<file path="config.mk">
export PLATFORM = sky130hd
export DESIGN_NAME = shci_top
export DESIGN_NICKNAME = d
export VERILOG_FILES = /design/src/shci_top_note_unused.sv /design/src/shci_pkg.sv /design/src/shci_top.sv
export VERILOG_INCLUDE_DIRS = /design/src /design/src/src
export SDC_FILE = /design/constraint.sdc
export NUM_CORES = 1
export LEC_CHECK = 0
export BUFFER_PORTS_ARGS = -buffer_cell sky130_fd_sc_hd__buf_4
export CAP_MARGIN = 10
export CORE_ASPECT_RATIO = 1.75
export CORE_MARGIN = 8
export CORE_UTILIZATION = 55
export CTS_BUF_LIST = sky130_fd_sc_hd__clkbuf_4 sky130_fd_sc_hd__clkbuf_8 sky130_fd_sc_hd__clkbuf_16
export DETAILED_ROUTE_END_ITERATION = 7
export PLACE_DENSITY = 0.76
export SLEW_MARGIN = 0
export SYNTH_ARGS = -nofsm -noshare
export SYNTH_HDL_FRONTEND = slang
export SYNTH_SLANG_ARGS = --single-unit
</file>
<file path="constraint.sdc">
create_clock -name core_clk_i -period 3.3 [get_ports core_clk_i]
set_input_delay 0.165 -clock core_clk_i [delete_from_list [all_inputs] [get_ports core_clk_i]]
set_output_delay 0.165 -clock core_clk_i [all_outputs]
set_load 0.02 [all_outputs]
</file>
<file path="src/shci_regs.svh">
// offsets, field positions, reset values and counts of the serial host port
`ifndef SHCI_REGS_SVH
`define SHCI_REGS_SVH

// full extended address of the local configuration register
`define SHCI_CFG_ADDR        23'h00_0000
// field positions inside the configuration data word
`define SHCI_CFG_UNIT_LSB    0
`define SHCI_CFG_PTDIS_BIT   8
`define SHCI_CFG_BUSTHRU_BIT 9
// configuration reset value: pass-through on, unit address zero
`define SHCI_CFG_RESET       7'h00
// shift-clock falls between last command bit and first read bit
`define SHCI_RD_DELAY        4
// index of the last bit of a 16-bit word
`define SHCI_LAST_BIT        4'hf

`endif

</file>
<file path="src/shci_top_note_unused.sv">
// holds no logic: the whole serial host port lives in shci_top

</file>
<file path="src/shci_pkg.sv">
// types shared by the serial host chain interface
package shci_pkg;

	// command word, bit 15 first
	typedef struct packed {
		logic       rw;
		logic       bcast;
		logic       ext;
		logic       inc;
		logic [4:0] unit;
		logic [6:0] addr;
	} shci_cmd_type;

	// local configuration held by the port itself
	typedef struct packed {
		logic       bus_thru;
		logic       pt_dis;
		logic [4:0] unit;
	} shci_cfg_type;

	// transaction sequencer, one-hot
	typedef enum logic [5:0] {
		ST_IDLE   = 6'b00_0001,
		ST_CMD    = 6'b00_0010,
		ST_EXT    = 6'b00_0100,
		ST_WDATA  = 6'b00_1000,
		ST_RDELAY = 6'b01_0000,
		ST_RDATA  = 6'b10_0000
	} shci_state_type;

endpackage : shci_pkg

</file>
<file path="src/shci_top.sv">
// serial host chain interface: command decode, chaining and read shifter
// Notes on behaviour
// - access is command word then data words
// - chip select fall starts, rise ends access
// - input bits taken on shift-clock rise, select low
// - read bits driven on shift-clock fall
// - after reset output copies input unclocked; the code copies it through three core-clock registers
// - pass-through read puts register data out
// - pass-through disabled holds output high
// - enable change acts within two shift clocks
// - floating mode: output off while deselected
// - floating mode: follow input, read data out
// - first sixteen bits after select are command
// - bit 15 set reads, clear writes
// - bit 14 broadcast write ignores unit address
// - bit 13 adds sixteen address bits
// - bit 12 increments address per word
// - bits 11..7 must match unit address
// - unit address resets to zero
// - bits 6..0 give register address
// - register 0 holds disable and unit address
// - four shift clocks before read data
`timescale 1ns/1ps
`default_nettype none
`include "shci_regs.svh"

module shci_top #(
	parameter int ADDR_W = 23,
	parameter int WORD_W = 16
) (
	input  wire logic              core_clk_i,
	input  wire logic              rst_n_i,
	input  wire logic              ce_i,
	input  wire logic              cs_n_i,
	input  wire logic              sclk_i,
	input  wire logic              serial_in_pin_i,
	output var  logic              serial_out_pin_o,
	output var  logic              serial_out_pin_oe_o,
	output var  logic              wr_valid_o,
	output var  logic [ADDR_W-1:0] wr_addr_o,
	output var  logic [WORD_W-1:0] wr_data_o,
	output var  logic              rd_req_o,
	output var  logic [ADDR_W-1:0] rd_addr_o,
	input  wire logic [WORD_W-1:0] rd_data_i,
	output var  logic              passthrough_disable_o,
	output var  logic              bus_through_o,
	output var  logic [4:0]        unit_addr_o
);

	// pin synchronisers plus one history stage for edge finding
	logic cs_s1_reg, cs_s2_reg, cs_d_reg;
	logic ck_s1_reg, ck_s2_reg, ck_d_reg;
	logic di_s1_reg, di_s2_reg;

	shci_pkg::shci_state_type state_reg, state_next;
	shci_pkg::shci_cmd_type   cmd_reg, cmd_next;
	shci_pkg::shci_cfg_type   cfg_reg, cfg_next;
	logic [3:0]        bit_cnt_reg, bit_cnt_next;
	logic [1:0]        dly_reg, dly_next;
	logic [WORD_W-1:0] shift_reg, shift_next;
	logic [WORD_W-1:0] out_reg, out_next;
	logic [WORD_W-1:0] rd_word_reg;
	logic [ADDR_W-1:0] addr_reg, addr_next;
	logic              rd_req_next;
	logic              wr_next;
	logic              sdo_next, oe_next;

	// link events, all seen through the synchronised copies
	wire sclk_rise = ck_s2_reg & ~ck_d_reg & ~cs_s2_reg;
	wire sclk_fall = ~ck_s2_reg & ck_d_reg & ~cs_s2_reg;
	wire cs_fall   = ~cs_s2_reg & cs_d_reg;
	wire [WORD_W-1:0] rx_word = {shift_reg[WORD_W-2:0], di_s2_reg};
	wire rx_rise   = sclk_rise & (state_reg != shci_pkg::ST_RDATA);
	wire word_done = rx_rise & (bit_cnt_reg == `SHCI_LAST_BIT);
	wire shci_pkg::shci_cmd_type cmd_in = rx_word;
	// broadcast only widens writes; a read always needs its own unit
	wire cmd_match = (cmd_in.unit == cfg_reg.unit) |
		(cmd_in.bcast & ~cmd_in.rw);
	wire is_cfg    = (addr_reg == `SHCI_CFG_ADDR);
	wire drive_rd  = (state_reg == shci_pkg::ST_RDATA) & ~cs_s2_reg;
	wire dly_last  = (dly_reg == 2'(`SHCI_RD_DELAY - 1));
	wire [ADDR_W-1:0] addr_inc = addr_reg + 23'h1;
	wire [WORD_W-1:0] cfg_word =
		(16'(cfg_reg.unit) << `SHCI_CFG_UNIT_LSB) |
		(16'(cfg_reg.pt_dis) << `SHCI_CFG_PTDIS_BIT) |
		(16'(cfg_reg.bus_thru) << `SHCI_CFG_BUSTHRU_BIT);
	assign passthrough_disable_o = cfg_reg.pt_dis;
	assign bus_through_o         = cfg_reg.bus_thru;
	assign unit_addr_o           = cfg_reg.unit;
	assign rd_addr_o             = addr_reg;

	// synchronisers: the first stage feeds only the second
	always_ff @(posedge core_clk_i) begin
		if (!rst_n_i) begin
			cs_s1_reg <= 1'b1;
			cs_s2_reg <= 1'b1;
			cs_d_reg  <= 1'b1;
			ck_s1_reg <= 1'b0;
			ck_s2_reg <= 1'b0;
			ck_d_reg  <= 1'b0;
			di_s1_reg <= 1'b1;
			di_s2_reg <= 1'b1;
		end else if (ce_i) begin
			cs_s1_reg <= cs_n_i;
			cs_s2_reg <= cs_s1_reg;
			cs_d_reg  <= cs_s2_reg;
			ck_s1_reg <= sclk_i;
			ck_s2_reg <= ck_s1_reg;
			ck_d_reg  <= ck_s2_reg;
			di_s1_reg <= serial_in_pin_i;
			di_s2_reg <= di_s1_reg;
		end
	end

	// sequencer: command, optional address extension, data words
	always_comb begin
		state_next   = state_reg;
		cmd_next     = cmd_reg;
		cfg_next     = cfg_reg;
		bit_cnt_next = bit_cnt_reg;
		dly_next     = dly_reg;
		shift_next   = shift_reg;
		out_next     = out_reg;
		addr_next    = addr_reg;
		rd_req_next  = 1'b0;
		wr_next      = 1'b0;
		if (cs_s2_reg) begin
			state_next = shci_pkg::ST_IDLE;
		end else if (cs_fall) begin
			state_next   = shci_pkg::ST_CMD;
			bit_cnt_next = 4'h0;
		end else if (rx_rise) begin
			shift_next   = rx_word;
			bit_cnt_next = bit_cnt_reg + 4'h1;
		end
		if (!cs_s2_reg && !cs_fall && word_done) begin
			case (state_reg)
			shci_pkg::ST_CMD: begin
				cmd_next  = cmd_in;
				addr_next = {16'h0000, cmd_in.addr};
				dly_next  = 2'h0;
				if (!cmd_match) begin
					state_next = shci_pkg::ST_IDLE;
				end else if (cmd_in.ext) begin
					state_next = shci_pkg::ST_EXT;
				end else if (cmd_in.rw) begin
					state_next  = shci_pkg::ST_RDELAY;
					rd_req_next = 1'b1;
				end else begin
					state_next = shci_pkg::ST_WDATA;
				end
			end
			shci_pkg::ST_EXT: begin
				addr_next = {rx_word, cmd_reg.addr};
				dly_next  = 2'h0;
				if (cmd_reg.rw) begin
					state_next  = shci_pkg::ST_RDELAY;
					rd_req_next = 1'b1;
				end else begin
					state_next = shci_pkg::ST_WDATA;
				end
			end
			shci_pkg::ST_WDATA: begin
				wr_next = 1'b1;
				if (is_cfg) begin
					cfg_next.unit =
						rx_word[`SHCI_CFG_UNIT_LSB +: 5];
					cfg_next.pt_dis =
						rx_word[`SHCI_CFG_PTDIS_BIT];
					cfg_next.bus_thru =
						rx_word[`SHCI_CFG_BUSTHRU_BIT];
				end
				if (cmd_reg.inc) begin
					addr_next = addr_inc;
				end else begin
					state_next = shci_pkg::ST_IDLE;
				end
			end
			default: begin
				state_next = state_reg;
			end
			endcase
		end
		if (sclk_fall && !cs_fall) begin
			case (state_reg)
			shci_pkg::ST_RDELAY: begin
				dly_next = dly_reg + 2'h1;
				if (dly_last) begin
					state_next   = shci_pkg::ST_RDATA;
					out_next     = rd_word_reg;
					bit_cnt_next = 4'h0;
					if (cmd_reg.inc) begin
						addr_next   = addr_inc;
						rd_req_next = 1'b1;
					end
				end
			end
			shci_pkg::ST_RDATA: begin
				bit_cnt_next = bit_cnt_reg + 4'h1;
				out_next     = {out_reg[WORD_W-2:0], 1'b0};
				if (bit_cnt_reg == `SHCI_LAST_BIT) begin
					if (cmd_reg.inc) begin
						out_next    = rd_word_reg;
						addr_next   = addr_inc;
						rd_req_next = 1'b1;
					end else begin
						state_next = shci_pkg::ST_IDLE;
					end
				end
			end
			default: begin
				dly_next = dly_reg;
			end
			endcase
		end
	end

	// serial output select; registered so a config change lands in
	// one core cycle, far inside the two shift-clock command gap
	always_comb begin
		sdo_next = di_s2_reg;
		oe_next  = 1'b1;
		if (drive_rd) begin
			sdo_next = out_reg[WORD_W-1];
		end else if (cfg_reg.bus_thru) begin
			oe_next = ~cs_s2_reg;
		end else if (cfg_reg.pt_dis) begin
			sdo_next = 1'b1;
		end
	end

	// sequencer and configuration registers
	always_ff @(posedge core_clk_i) begin
		if (!rst_n_i) begin
			state_reg   <= shci_pkg::ST_IDLE;
			cmd_reg     <= '0;
			cfg_reg     <= `SHCI_CFG_RESET;
			bit_cnt_reg <= 4'h0;
			dly_reg     <= 2'h0;
			shift_reg   <= '0;
			out_reg     <= '0;
			addr_reg    <= '0;
		end else if (ce_i) begin
			state_reg   <= state_next;
			cmd_reg     <= cmd_next;
			cfg_reg     <= cfg_next;
			bit_cnt_reg <= bit_cnt_next;
			dly_reg     <= dly_next;
			shift_reg   <= shift_next;
			out_reg     <= out_next;
			addr_reg    <= addr_next;
		end
	end

	// register-side strobes and read capture (local config served here)
	always_ff @(posedge core_clk_i) begin
		if (!rst_n_i) begin
			rd_req_o            <= 1'b0;
			rd_word_reg         <= '0;
			wr_valid_o          <= 1'b0;
			wr_addr_o           <= '0;
			wr_data_o           <= '0;
			serial_out_pin_o    <= 1'b1;
			serial_out_pin_oe_o <= 1'b1;
		end else if (ce_i) begin
			rd_req_o            <= rd_req_next;
			if (rd_req_o) begin
				rd_word_reg <= is_cfg ? cfg_word : rd_data_i;
			end
			wr_valid_o          <= wr_next;
			if (wr_next) begin
				wr_addr_o <= addr_reg;
				wr_data_o <= rx_word;
			end
			serial_out_pin_o    <= sdo_next;
			serial_out_pin_oe_o <= oe_next;
		end
	end
endmodule : shci_top
`default_nettype wire

</file>
======== Yosys cells after proc, flatten, opt, wreduce, memory -nomap -nowiden ========
Index checks and enable logic that the tools add are counted.
operators by class
  add/sub/neg operators ................... 3
  equality and inequality tests ........... 11
  multiplexer cells ....................... 55
  bitwise gates (word level) .............. 17
  reduce and logical (&&, ||, !) cells .... 15
operators by type and width
  operator                                                                count
  23-bit 2-to-1 mux                                                       6
  23-bit case mux with 3 select lines                                     1
  16-bit 2-to-1 mux                                                       4
  6-bit 2-to-1 mux                                                        8
  23-bit case mux with 2 select lines                                     1
  16-bit case mux with 2 select lines                                     1
  23-bit by 1-bit adder with 23-bit output (second input constant)        1
  23-bit logical NOT                                                      1
  4-bit 2-to-1 mux                                                        5
  5-bit 2-to-1 mux                                                        4
  6-bit case mux with 3 select lines                                      1
  1-bit 2-to-1 mux                                                        16
  6-bit case mux with 2 select lines                                      1
  4-bit AND reduction                                                     3
  9-bit by 10-bit OR with 10-bit output                                   1
  1-bit bitwise AND                                                       9
  5-bit by 9-bit OR with 9-bit output                                     1
  4-bit case mux with 2 select lines                                      1
  6-bit by 2-bit equality test with 1-bit output (second input constant)  1
  6-bit by 3-bit equality test with 1-bit output (second input constant)  1
  6-bit by 4-bit equality test with 1-bit output (second input constant)  1
  6-bit by 5-bit equality test with 1-bit output (second input constant)  1
  6-bit equality test (second input constant)                             1
  2-bit 2-to-1 mux                                                        3
  18 further kinds                                                        28
storage, ports and cells
  bits in registers ....................... 149
  bits of input ports ..................... 22
  output and inout port bits .............. 73
  logic and storage cells ................. 128

======== Longest topological paths before layout ========
Gate-level depths: netlist (run 1).
  depth in word-level cells ............... 11
  mapped depth ............................ 10
  depth with buffers taken out ............ 8

======== Worst setup path before layout (run 1) ========
OpenSTA, ideal clock, no wires.
  path type ............................... flip-flop to flip-flop
  start ................................... register addr_reg[0], in the netlist rd_addr_o[0]
  end ..................................... register addr_reg[22], in the netlist rd_addr_o[22]
  setup time .............................. 0.074 ns
  arrival time ............................ 2.342 ns
  data required time ...................... 3.226 ns
  slack ................................... 0.884 ns
  cell stages (with the launch flop) ...... 8
  path buffers ............................ 0
  cells stage by stage .................... dfxtp_1 > ha_1 > nand3_1 > nor4_1 > nor3b_1 > a311oi_1 > a211o_1 > a31oi_1
between the ends
  word-level cells in the longest chain between the ends .. 8
RTL lines
  what                                          line                              source
  from (decl)                                   shci_top.sv:63                    logic [ADDR_W-1:0] addr_reg, addr_next;
  from (signal assigned)                        shci_top.sv:251                   addr_reg <= addr_next;
  23-bit by 1-bit adder with 23-bit output (*)  shci_top.sv:82                    wire [ADDR_W-1:0] addr_inc = addr_reg + 23'h1;
  23-bit 2-to-1 mux                             shci_top.sv:173                   if (cmd_reg.inc) begin
  23-bit case mux with 3 select lines           shci_top.sv:137                   case (state_reg)
  23-bit 2-to-1 mux                             shci_top.sv:136                   if (!cs_s2_reg && !cs_fall && word_done) begin
  23-bit 2-to-1 mux                             shci_top.sv:192, shci_top.sv:202
  23-bit 2-to-1 mux, on equally long branches   shci_top.sv:201, shci_top.sv:188
  23-bit case mux with 2 select lines           shci_top.sv:185                   case (state_reg)
  23-bit 2-to-1 mux (*)                         shci_top.sv:184                   if (sclk_fall && !cs_fall) begin
Mark *: on every way between the ends. The rest lies on a longest branch, timed or not.
A chain may end at the register's enable or synchronous reset.

======== Worst setup path in the final report (run 1) ========
  start ................................... register ck_s2_reg
  end ..................................... register addr_reg[22], in the netlist rd_addr_o[22]
between the ends
  word-level cells in the longest chain between the ends .. 10
RTL lines
  what                                         line                              source
  from (decl)                                  shci_top.sv:52                    logic ck_s1_reg, ck_s2_reg, ck_d_reg;
  from (signal assigned)                       shci_top.sv:108                   ck_s2_reg <= ck_s1_reg;
  1-bit bitwise AND (2 in series)              shci_top.sv:69                    wire sclk_rise = ck_s2_reg & ~ck_d_reg & ~cs_s2_reg;
  1-bit bitwise AND                            shci_top.sv:73                    wire rx_rise = sclk_rise & (state_reg != shci_pkg::ST_RDATA);
  1-bit bitwise AND                            shci_top.sv:74                    wire word_done = rx_rise & (bit_cnt_reg == `SHCI_LAST_BIT);
  1-bit logical AND                            shci_top.sv:136
  23-bit 2-to-1 mux                            shci_top.sv:136
  23-bit 2-to-1 mux                            shci_top.sv:192, shci_top.sv:202
  23-bit 2-to-1 mux, on equally long branches  shci_top.sv:201, shci_top.sv:188
  23-bit case mux with 2 select lines          shci_top.sv:185
  23-bit 2-to-1 mux (*)                        shci_top.sv:184
Marked as above.

==> metrics.yaml, run 1 <==
outcome: "completed"
final_max_slew_viol_count: 0
syn_area_sq_um: 7821
cts_sinks: 149
worstMarginPinSlew_ps: 870.7
path_buf_inv: 1
holdWs_ps: 13.10
ant_nets: 0
timing.rr.end: "rd_addr_o[22]"
crit_fanout: 15
max_stage_delay_ps: 580
fin_tns_setup_ps: 0
grt_pass1_wl_um: 38960
cts_htree_levels: 4
period_minus_slack_ps: 2926
worstHoldEndpoint: "rd_word_reg[15]"
yosys_warnings: 0
drc: 0
syn_nets: 1029
drive_gt1_frac: 0.1597
pin_count: 95
place_ws_ps: 452.3
post-place-cells: 1194
viasPerCell: 6.313
path_clk_slew_ps: 70
finalWeightedCongestion: 0.9569
critPathSlowestCell: "or4b_1"
fin_ws_ps: 373.7
dp_hpwl_um: 16670
ys_seq_area_frac: 0.3814
grt_overflow: 0
grt_max_degree: 49
synth_area_leaders: "dfxtp_1 (38%), nand2_1 (8.0%), mux2i_1 (6.3%)"
num_vias: 7796
final_hold_viol_count: 0
worstHoldStart: "rd_data_i[15]"
synth_edf_count: 0
grt.total_usage: 0.2610
fin_util: 0.6607
avgSynthCellArea_sq_um: 7.798
crit_type: "reg2reg"
final_nets: 1071
crit_family: "simple AND/OR/NAND/NOR gates"
yosysTopAreaCell: "dfxtp_1"
p_per_area_nw_per_um2: 450.9
whs_path_depth: 3
hold_path.class: "in2reg"
rows: 57
worst_skew_pair.late_latency_ps: 430
finalWirelength_um: 24410
fin_crit_sh: 0.8868
finalSetupViolCount: 0
worst_ep_required_time_ps: 3660
ir_worst_vdd_mv: 0.3619
coreArea_sq_um: 13910
cts_tree: "yes"
cts-buffers-inserted: 17
reg2reg_setup_slack_ps: 370
io_buffer_count: 94
path_cells: "or4b_1 > a211oi_2 > nand2b_1 > buf_4 > a21oi_1 > o21ai_0 > a31oi_1"
arrival_ps: 3280
maxCapViolations: 0
fmax_mhz: 341.7
antenna_cells: 0
syn_inst: 1003
reg2reg_from: "ck_s2_reg"
drt_iter0_drc: 705
start_kind: "register"
first_global_vias: 7417
firstDrtPassIters: 5
worst_setup_path_end_kind: "register"
start_util: 0.5624
fin_cells: 1235
p_leak_nw: 3.378
die_w_um: 106.1
async_reset_ff_frac: 0
die_h_um: 173.8
ys_ff_latch: 149
rr_worst_depth: 7
synth_top_cell_area_share: 0.3814
cts_root_buffer: "clkbuf_16"
antenna_found_initial: 0
slew_headroom: 0.4151
cts.path.max_buffers: 2
avgRoutedWirePerCell_um: 19.77
synth_cell_type_count: 75
synth_ff_type: "dfxtp_1"
die_area_sq_um: 18440
skew_ps: 11.65
area.growth.synth_to_final_pct: 17.49
grt_setup_unrepaired: "false"
==> worst max path at each step <==
| stage | startpoint | endpoint | slack, ps | cells past startpoint |
|---|---|---|---|---|
| 6_report | ck_s2_reg | rd_addr_o[22] | 370 | 7 |
| 5_1_grt | ck_s2_reg | rd_addr_o[22] | 150 | 7 |
| 4_1_cts | ck_s2_reg | rd_addr_o[22] | 380 | 7 |
| 3_5_place_dp | ck_s2_reg | rd_addr_o[22] | 450 | 7 |
| 3_3_place_gp | ck_s2_reg | rd_addr_o[22] | 430 | 7 |
| 2_1_floorplan | rd_addr_o[0] | rd_addr_o[22] | 880 | 7 |
==> layout make-up <==
| class | instances | area, sq um |
|---|---|---|
| fill | 1217 | 4718 |
| multi-input combinational | 739 | 4339 |
| sequential | 149 | 2983 |
| timing repair buffer | 127 | 988.4 |
| clock buffer | 18 | 432.9 |
| tap | 177 | 221.5 |
| clock inverter | 14 | 181.4 |
| inverter | 11 | 42.54 |
==> layout by cell type (no fill, tap or decap), types with 4 or more instances in the layout <==
cell	instances
a211oi_1	9
a21o_1	10
a21oi_1	86
a22o_1	4
a22oi_1	11
a2bb2oi_1	5
a311oi_1	15
a31oi_1	17
and2_1	4
and3_1	13
buf_4	117
clkbuf_16	17
dfxtp_1	149
dlygate4sd3_1	9
ha_1	4
inv_1	10
inv_6	4
inv_8	4
mux2i_1	49
nand2_1	166
nand2b_1	4
nand3_1	53
nand4_1	16
nor2_1	87
nor2b_1	5
nor3_1	10
nor4_1	11
o211ai_1	8
o21a_1	4
o21ai_0	42
o22ai_1	7
o31ai_1	4
or4_1	4
xnor2_1	12
xor2_1	12
==> per-layer routing <==
metal / vias up / global-route usage / part of all wire
li1: 3667 / - / -
met1: 3696 / 0.2846 / 0.38
met2: 345 / 0.4426 / 0.50
met3: 88 / 0.05436 / 0.062
met4: 0 / 0.1717 / 0.053
met5: - / 0 / 0
==> Yosys cell counts (4+ instances only) <==
library cell / count
inv_1: 10
a211oi_1: 9
buf_2: 28
and3_1: 13
xnor2_1: 12
nand2b_1: 4
dfxtp_1: 149
o22ai_1: 7
o31ai_1: 4
nand3_1: 53
nor3_1: 10
xor2_1: 12
a311oi_1: 15
or4_1: 4
a21o_1: 10
nand4_1: 16
a2bb2oi_1: 5
o211ai_1: 8
and2_1: 4
ha_1: 4
o21a_1: 4
nor2b_1: 5
a22o_1: 4
a21oi_1: 86
o21ai_0: 42
mux2i_1: 49
nand2_1: 166
nor4_1: 11
a31oi_1: 17
buf_6: 5
clkbuf_1: 67
a22oi_1: 11
nor2_1: 88
==> cells by family (layout without fill, tap and decap cells) <==
logic type,Yosys count,count (layout),synth area share
adders and majority gates,4,4,0.006399
and+or+nand+nor,402,402,0.2414
AOI/OAI and AO/OA,260,260,0.2163
DFF,149,149,0.3814
muxes,49,49,0.06271
buffers and inverters,115,170,0.06495
xor gates and xnor gates,24,24,0.02688
==> worst reg2reg max path, cell delays in order, from the launching register on <==
cell and delay (ps):
dfxtp_1 520, or4b_1 590, a211oi_2 470, nand2b_1 510, buf_4 330, a21oi_1 160, o21ai_0 110, a31oi_1 180
==> power by group <==
group          switching, mW  internal (mW)
clock network          0.886           1.16
registers             0.0366           1.82
logic                  0.139         0.0994
total                   1.06           3.08
==> per-stage QoR <==
step / power, mW / instance area (sq um)
4_1_cts: 4.154 / 9189
3_3_place_gp: 2.121 / 8484
2_1_floorplan: 2.045 / 7821
3_5_place_dp: 2.124 / 8484
6_report: 4.143 / 9189
5_1_grt: 4.254 / 9189
==> repair_timing <==
item / 4_1_cts / 5_1_grt
setup endpoints to repair: 0 / 0
endpoints found under the hold margin: 9 / 0
resized for setup: 0 / 0
hold buffers: 9 / 0
buffers inserted: 0 / 0
No activity file was read; power rests on OpenSTA's default activity.
==> inputs of run 2 (changes only) <==
--- a/config.mk
+++ b/config.mk
@@ -8,12 +8,14 @@
 export LEC_CHECK = 0
 export BUFFER_PORTS_ARGS = -buffer_cell sky130_fd_sc_hd__buf_4
 export CAP_MARGIN = 10
-export CORE_ASPECT_RATIO = 1.75
+export CELL_PAD_IN_SITES_DETAIL_PLACEMENT = 0
+export CELL_PAD_IN_SITES_GLOBAL_PLACEMENT = 2
 export CORE_MARGIN = 8
-export CORE_UTILIZATION = 55
+export CORE_UTILIZATION = 34
 export CTS_BUF_LIST = sky130_fd_sc_hd__clkbuf_4 sky130_fd_sc_hd__clkbuf_8 sky130_fd_sc_hd__clkbuf_16
+export CTS_CLUSTER_DIAMETER = 50
 export DETAILED_ROUTE_END_ITERATION = 7
-export PLACE_DENSITY = 0.76
+export PLACE_DENSITY_LB_ADDON = 0.1
 export SLEW_MARGIN = 0
 export SYNTH_ARGS = -nofsm -noshare
 export SYNTH_HDL_FRONTEND = slang
==> metrics.yaml, run 2 (same netlist as run 1, synthesis figures left out) <==
outcome: "completed"
final_max_slew_viol_count: 0  # unchanged
fmax_mhz: 346.5  # +1.4%
avgRoutedWirePerCell_um: 20.58  # +4.1%
antenna_found_initial: 0  # unchanged
finalWeightedCongestion: 0.8092  # -15%
rr_worst_depth: 6  # -1
cts_tree: "yes"
mostFrequentLayoutCell: "nand2_1"
finalSetupViolCount: 0  # unchanged
die_area_sq_um: 28110  # +52%
worstHoldStart: "rd_data_i[13]"
worst_ep_required_time_ps: 3600  # -60 ps
ant_nets: 0  # unchanged
worst_setup_path_end_kind: "register"
p_per_area_nw_per_um2: 445.7  # -1.2%
start_util: 0.3455  # -0.2169
crit_type: "reg2reg"
drc: 0  # unchanged
io_buffer_count: 94  # unchanged
final_area_sq_um: 9409  # +2.4%
grt_setup_unrepaired: "false"
grt.total_usage: 0.1972  # -0.06380
first_global_vias: 7518  # +1.4%
hold_buffers: 9  # unchanged
arrival_ps: 3180  # -100 ps
firstDrtPassIters: 5  # unchanged
cts_resized: 0  # unchanged
dp_hpwl_um: 18830  # +13%
post-place-cells: 1314  # +10%
crit_fanout: 15  # unchanged
p_leak_nw: 3.444  # +2.0%
cts.path.max_buffers: 2  # unchanged
fin_cells: 1355  # +9.7%
final_cell_mix: "nand2_1 (166), dfxtp_1 (149), buf_4 (130), nor2_1 (87), a21oi_1 (86)"
die_w_um: 167.7  # +58%
coreArea_sq_um: 22640  # +63%
path_clk_slew_ps: 70  # about the same
num_vias: 7517  # -3.6%
drt_iter0_drc: 531  # -25%
timing.rr.end: "rd_addr_o[3]"
worst_skew_pair.late_latency_ps: 430  # about the same
area.growth.synth_to_final_pct: 20.30
grt_pass1_wl_um: 44170  # +13%
final_hold_viol_count: 0  # unchanged
fin_tns_setup_ps: 0  # unchanged
cts_root_buffer: "clkbuf_16"
start_kind: "register"
place_area_sq_um: 8697  # +2.5%
pin_count: 95  # unchanged
hold_path.class: "in2reg"
skew_ps: 18.34  # +6.696 ps
grt_max_degree: 52  # +6.1%
reg2reg_from: "cs_d_reg"
worstMarginPinSlew_ps: 761.8  # -108.9 ps
period_minus_slack_ps: 2886  # -39.93 ps
grt_overflow: 0  # unchanged
ir_worst_vdd_mv: 0.2769  # -24%
worstHoldEndpoint: "rd_word_reg[13]"
rows: 55  # -3.5%
viasPerCell: 5.548  # -12%
finalWirelength_um: 27890  # +14%
cts-buffers-inserted: 17  # unchanged
post_cts_buffers: 0  # unchanged
fin_crit_sh: 0.8747  # -0.01210
final_nets: 1083  # +1.1%
reg2reg_setup_slack_ps: 410  # +40 ps
cts_htree_levels: 4  # unchanged
die_h_um: 167.7  # -3.5%
whs_path_depth: 3  # unchanged
antenna_cells: 0  # unchanged
maxCapViolations: 0  # unchanged
cts_sinks: 149  # unchanged
drive_gt1_frac: 0.1692  # +0.009424
slew_headroom: 0.4887  # +0.07368
run 2: cell count changes in the layout (fill, tap and decap cells not counted), sizes merged:
cell	delta
buf	+12
inv	+1
clkinvlp	-1
run 2: critical path, stage by stage, from the launching register on:
cell and delay (ps):
dfxtp_1 430, or4b_1 620, a211oi_2 500, nand2b_1 550, a221o_1 420, o221ai_1 140, o21ai_0 90
run 2: where the power goes:
part / total, mW / leakage, nW / switching, mW / internal [mW]
clock network: 2.09 / 0.307 / 0.914 / 1.18
registers: 1.86 / 1.20 / 0.0431 / 1.82
logic: 0.239 / 1.93 / 0.139 / 0.100
run 2: final cells by class:
| cell class | instances | area (sq um) |
|---|---|---|
| clock inverters | 14 | 182.7 |
| fillers | 2363 | 13230 |
| clock buffers | 18 | 439.2 |
| repair buffers | 139 | 1066 |
| well taps | 285 | 356.6 |
| flip-flops and latches | 149 | 2983 |
| multi-input cells | 739 | 4339 |
| inverters | 11 | 42.54 |
run 2: routing by layer:
metal | vias to the layer above | wire, um | track usage
met3 | 23 | 1099 | 0.03856
met2 | 159 | 13200 | 0.3220
li1 | 3697 | - | -
met4 | 0 | 342 | 0.04852
met1 | 3638 | 13250 | 0.2629
met5 | - | 0 | 0
run 2: worst max-delay path by stage:
| stage | start | endpoint | slack (ps) |
|---|---|---|---|
| 2_1_floorplan | rd_addr_o[0] | rd_addr_o[22] | 880 |
| 3_3_place_gp | cs_d_reg | rd_addr_o[3] | 490 |
| 3_5_place_dp | cs_d_reg | rd_addr_o[3] | 420 |
| 4_1_cts | cs_d_reg | rd_addr_o[3] | 410 |
| 5_1_grt | cs_d_reg | rd_addr_o[3] | 220 |
| 6_report | cs_d_reg | rd_addr_o[3] | 410 |
run 2: through the flow:
step	worst slack, ps	hold slack [ps]	total power [mW]	util
6_report	413.6	50.55	4.193	0.4156
5_1_grt	218.0	48.44	4.351	0.4156
4_1_cts	410.2	39.28	4.248	0.4156
3_5_place_dp	415.9	382.6	2.135	0.3841
3_3_place_gp	493.7	386.3	2.138	0.3841
2_1_floorplan	884.1	293.4	2.045	-
==> inputs of run 3 (changes only) <==
--- a/config.mk
+++ b/config.mk
@@ -15,7 +15,7 @@
 export CTS_BUF_LIST = sky130_fd_sc_hd__clkbuf_4 sky130_fd_sc_hd__clkbuf_8 sky130_fd_sc_hd__clkbuf_16
 export CTS_CLUSTER_DIAMETER = 50
 export DETAILED_ROUTE_END_ITERATION = 7
-export PLACE_DENSITY_LB_ADDON = 0.1
+export PLACE_DENSITY = 0.88
 export SLEW_MARGIN = 0
 export SYNTH_ARGS = -nofsm -noshare
 export SYNTH_HDL_FRONTEND = slang
==> metrics.yaml, run 3 (same netlist as run 1, synthesis figures left out) <==
outcome: "completed"
io_buffer_count: 94  # unchanged
worst_ep_required_time_ps: 3600  # about the same
mostFrequentLayoutCell: "nand2_1"
met3_usage: 0.03833  # -0.0002351
start_kind: "register"
avgRoutedWirePerCell_um: 19.16  # -6.9%
grt_max_degree: 64  # +23%
drive_gt1_frac: 0.1671  # -0.002023
busiest_layer: "met2"
max_stage_delay_ps: 560  # -60 ps
num_vias: 7539  # +0.29%
path_cells: "or4b_1 > a211oi_2 > nand2b_1 > a221o_1 > o221ai_1 > o21ai_0"
antenna_found_initial: 0  # unchanged
fin_util: 0.4109  # -0.004642
fmax_mhz: 347.7  # +0.36%
finalSetupViolCount: 0  # unchanged
grt.total_usage: 0.1819  # -0.01533
ant_nets: 0  # unchanged
fin_crit_sh: 0.8716  # -0.003110
met1_usage: 0.2372  # -0.02569
post_cts_buffers: 0  # unchanged
place_area_sq_um: 8675  # -0.26%
final_max_slew_viol_count: 0  # unchanged
grt_setup_unrepaired: "false"
p_per_area_nw_per_um2: 425.7  # -4.5%
cts_resized: 0  # unchanged
viasPerCell: 5.584  # +0.66%
crit_fanout: 19  # +4
final_nets: 1078  # -0.46%
p_leak_nw: 3.379  # -1.9%
grtUsageMet2: 0.2881  # -0.03388
grt_pass1_wl_um: 41010  # -7.2%
critPathSlowestCell: "nand2b_1"
cts_sinks: 149  # unchanged
arrival_ps: 3180  # about the same
finalWirelength_um: 25860  # -7.3%
die_w_um: 167.7  # unchanged
final_area_sq_um: 9304  # -1.1%
first_global_vias: 7224  # -3.9%
drt_iter0_drc: 598  # +13%
die_area_sq_um: 28110  # unchanged
start_util: 0.3455  # unchanged
multi_input_area_sq_um: 4339  # unchanged
worst_setup_path_end_kind: "register"
maxCapViolations: 0  # unchanged
final_hold_viol_count: 0  # unchanged
coreArea_sq_um: 22640  # unchanged
worstHoldStart: "rd_data_i[12]"
crit_start: "ck_s2_reg"
hold_buffers: 7  # -2
drc: 0  # unchanged
cts_htree_levels: 4  # unchanged
period_minus_slack_ps: 2876  # -10.26 ps
rows: 55  # unchanged
fill_cells: 2309  # -2.3%
worst_skew_pair.late_latency_ps: 430  # about the same
pin_count: 95  # unchanged
hold_path.class: "in2reg"
cts_tree: "yes"
slew_headroom: 0.4830  # -0.005765
area.growth.synth_to_final_pct: 18.96
final_cell_mix: "nand2_1 (166), dfxtp_1 (149), buf_4 (127), nor2_1 (87), a21oi_1 (86)"
ir_worst_vdd_mv: 0.3258  # +18%
worstMarginPinSlew_ps: 775.5  # +13.76 ps
dp_hpwl_um: 17570  # -6.7%
path_clk_slew_ps: 70  # about the same
die_h_um: 167.7  # unchanged
antenna_cells: 0  # unchanged
reg2reg_from: "ck_s2_reg"
holdWs_ps: 20.43  # -30.12 ps
cts_root_buffer: "clkbuf_16"
finalWeightedCongestion: 0.8897  # +9.9%
regArea_sq_um: 2983  # unchanged
fin_tns_setup_ps: 0  # unchanged
cts.path.max_buffers: 2  # unchanged
crit_type: "reg2reg"
cts-buffers-inserted: 17  # unchanged
firstDrtPassIters: 5  # unchanged
grt_overflow: 0  # unchanged
skew_ps: 18.55  # +0.2111 ps
-- run 3: changes by cell type in the layout (fill, tap and decap cells not counted), moves of 2 or more --
cell           change
bufinv_16          -2
buf_4              -3
dlygate4sd3_1      -2
clkinvlp_4         +4
-- run 3: worst paths after layout --
path / to / slack (ps) / cells after the start
worst max-delay path: rd_addr_o[3] / 420 / 6
worst min-delay path: rd_word_reg[12] / 20 / 3
worst max register to register: rd_addr_o[3] / 420 / 6
worst min register to register: out_reg[0] / 450 / 2
-- run 3: cell type report --
class | count | area share
inverter | 11 | 0.004572
sequential | 149 | 0.3206
tap | 285 | 0.03833
timing repair buffer | 134 | 0.1100
multi-input combinational | 739 | 0.4664
clock inverter | 13 | 0.01210
clock buffer | 19 | 0.04801
-- run 3: where the power goes --
group	internal, mW	switching (mW)	total, mW	leakage (nW)
registers	1.82	0.0398	1.86	1.20
logic	0.0978	0.138	0.236	1.91
clock network	1.01	0.850	1.86	0.266
total	2.93	1.03	3.96	3.38
-- run 3: metrics by stage --
stage	total power [mW]	cells	worst slack, ps
6_report	3.961	1350	423.9
4_1_cts	3.997	1350	422.7
5_1_grt	4.102	1350	205.8
2_1_floorplan	2.045	1003	884.1
3_5_place_dp	2.130	1311	436.7
3_3_place_gp	2.130	1311	479.5
-- run 3: per-layer routing --
layer,share of wire,up-vias
li1,-,3690
met1,0.45,3592
met3,0.051,46
met2,0.47,211
met4,0.028,0
met5,0,-
-- run 3: critical path, delay by kind of cell, from the launching register on --
family | cells | cell delay (ps)
compound gates | 4 | 1150
flops | 1 | 500
simple gates | 2 | 1100
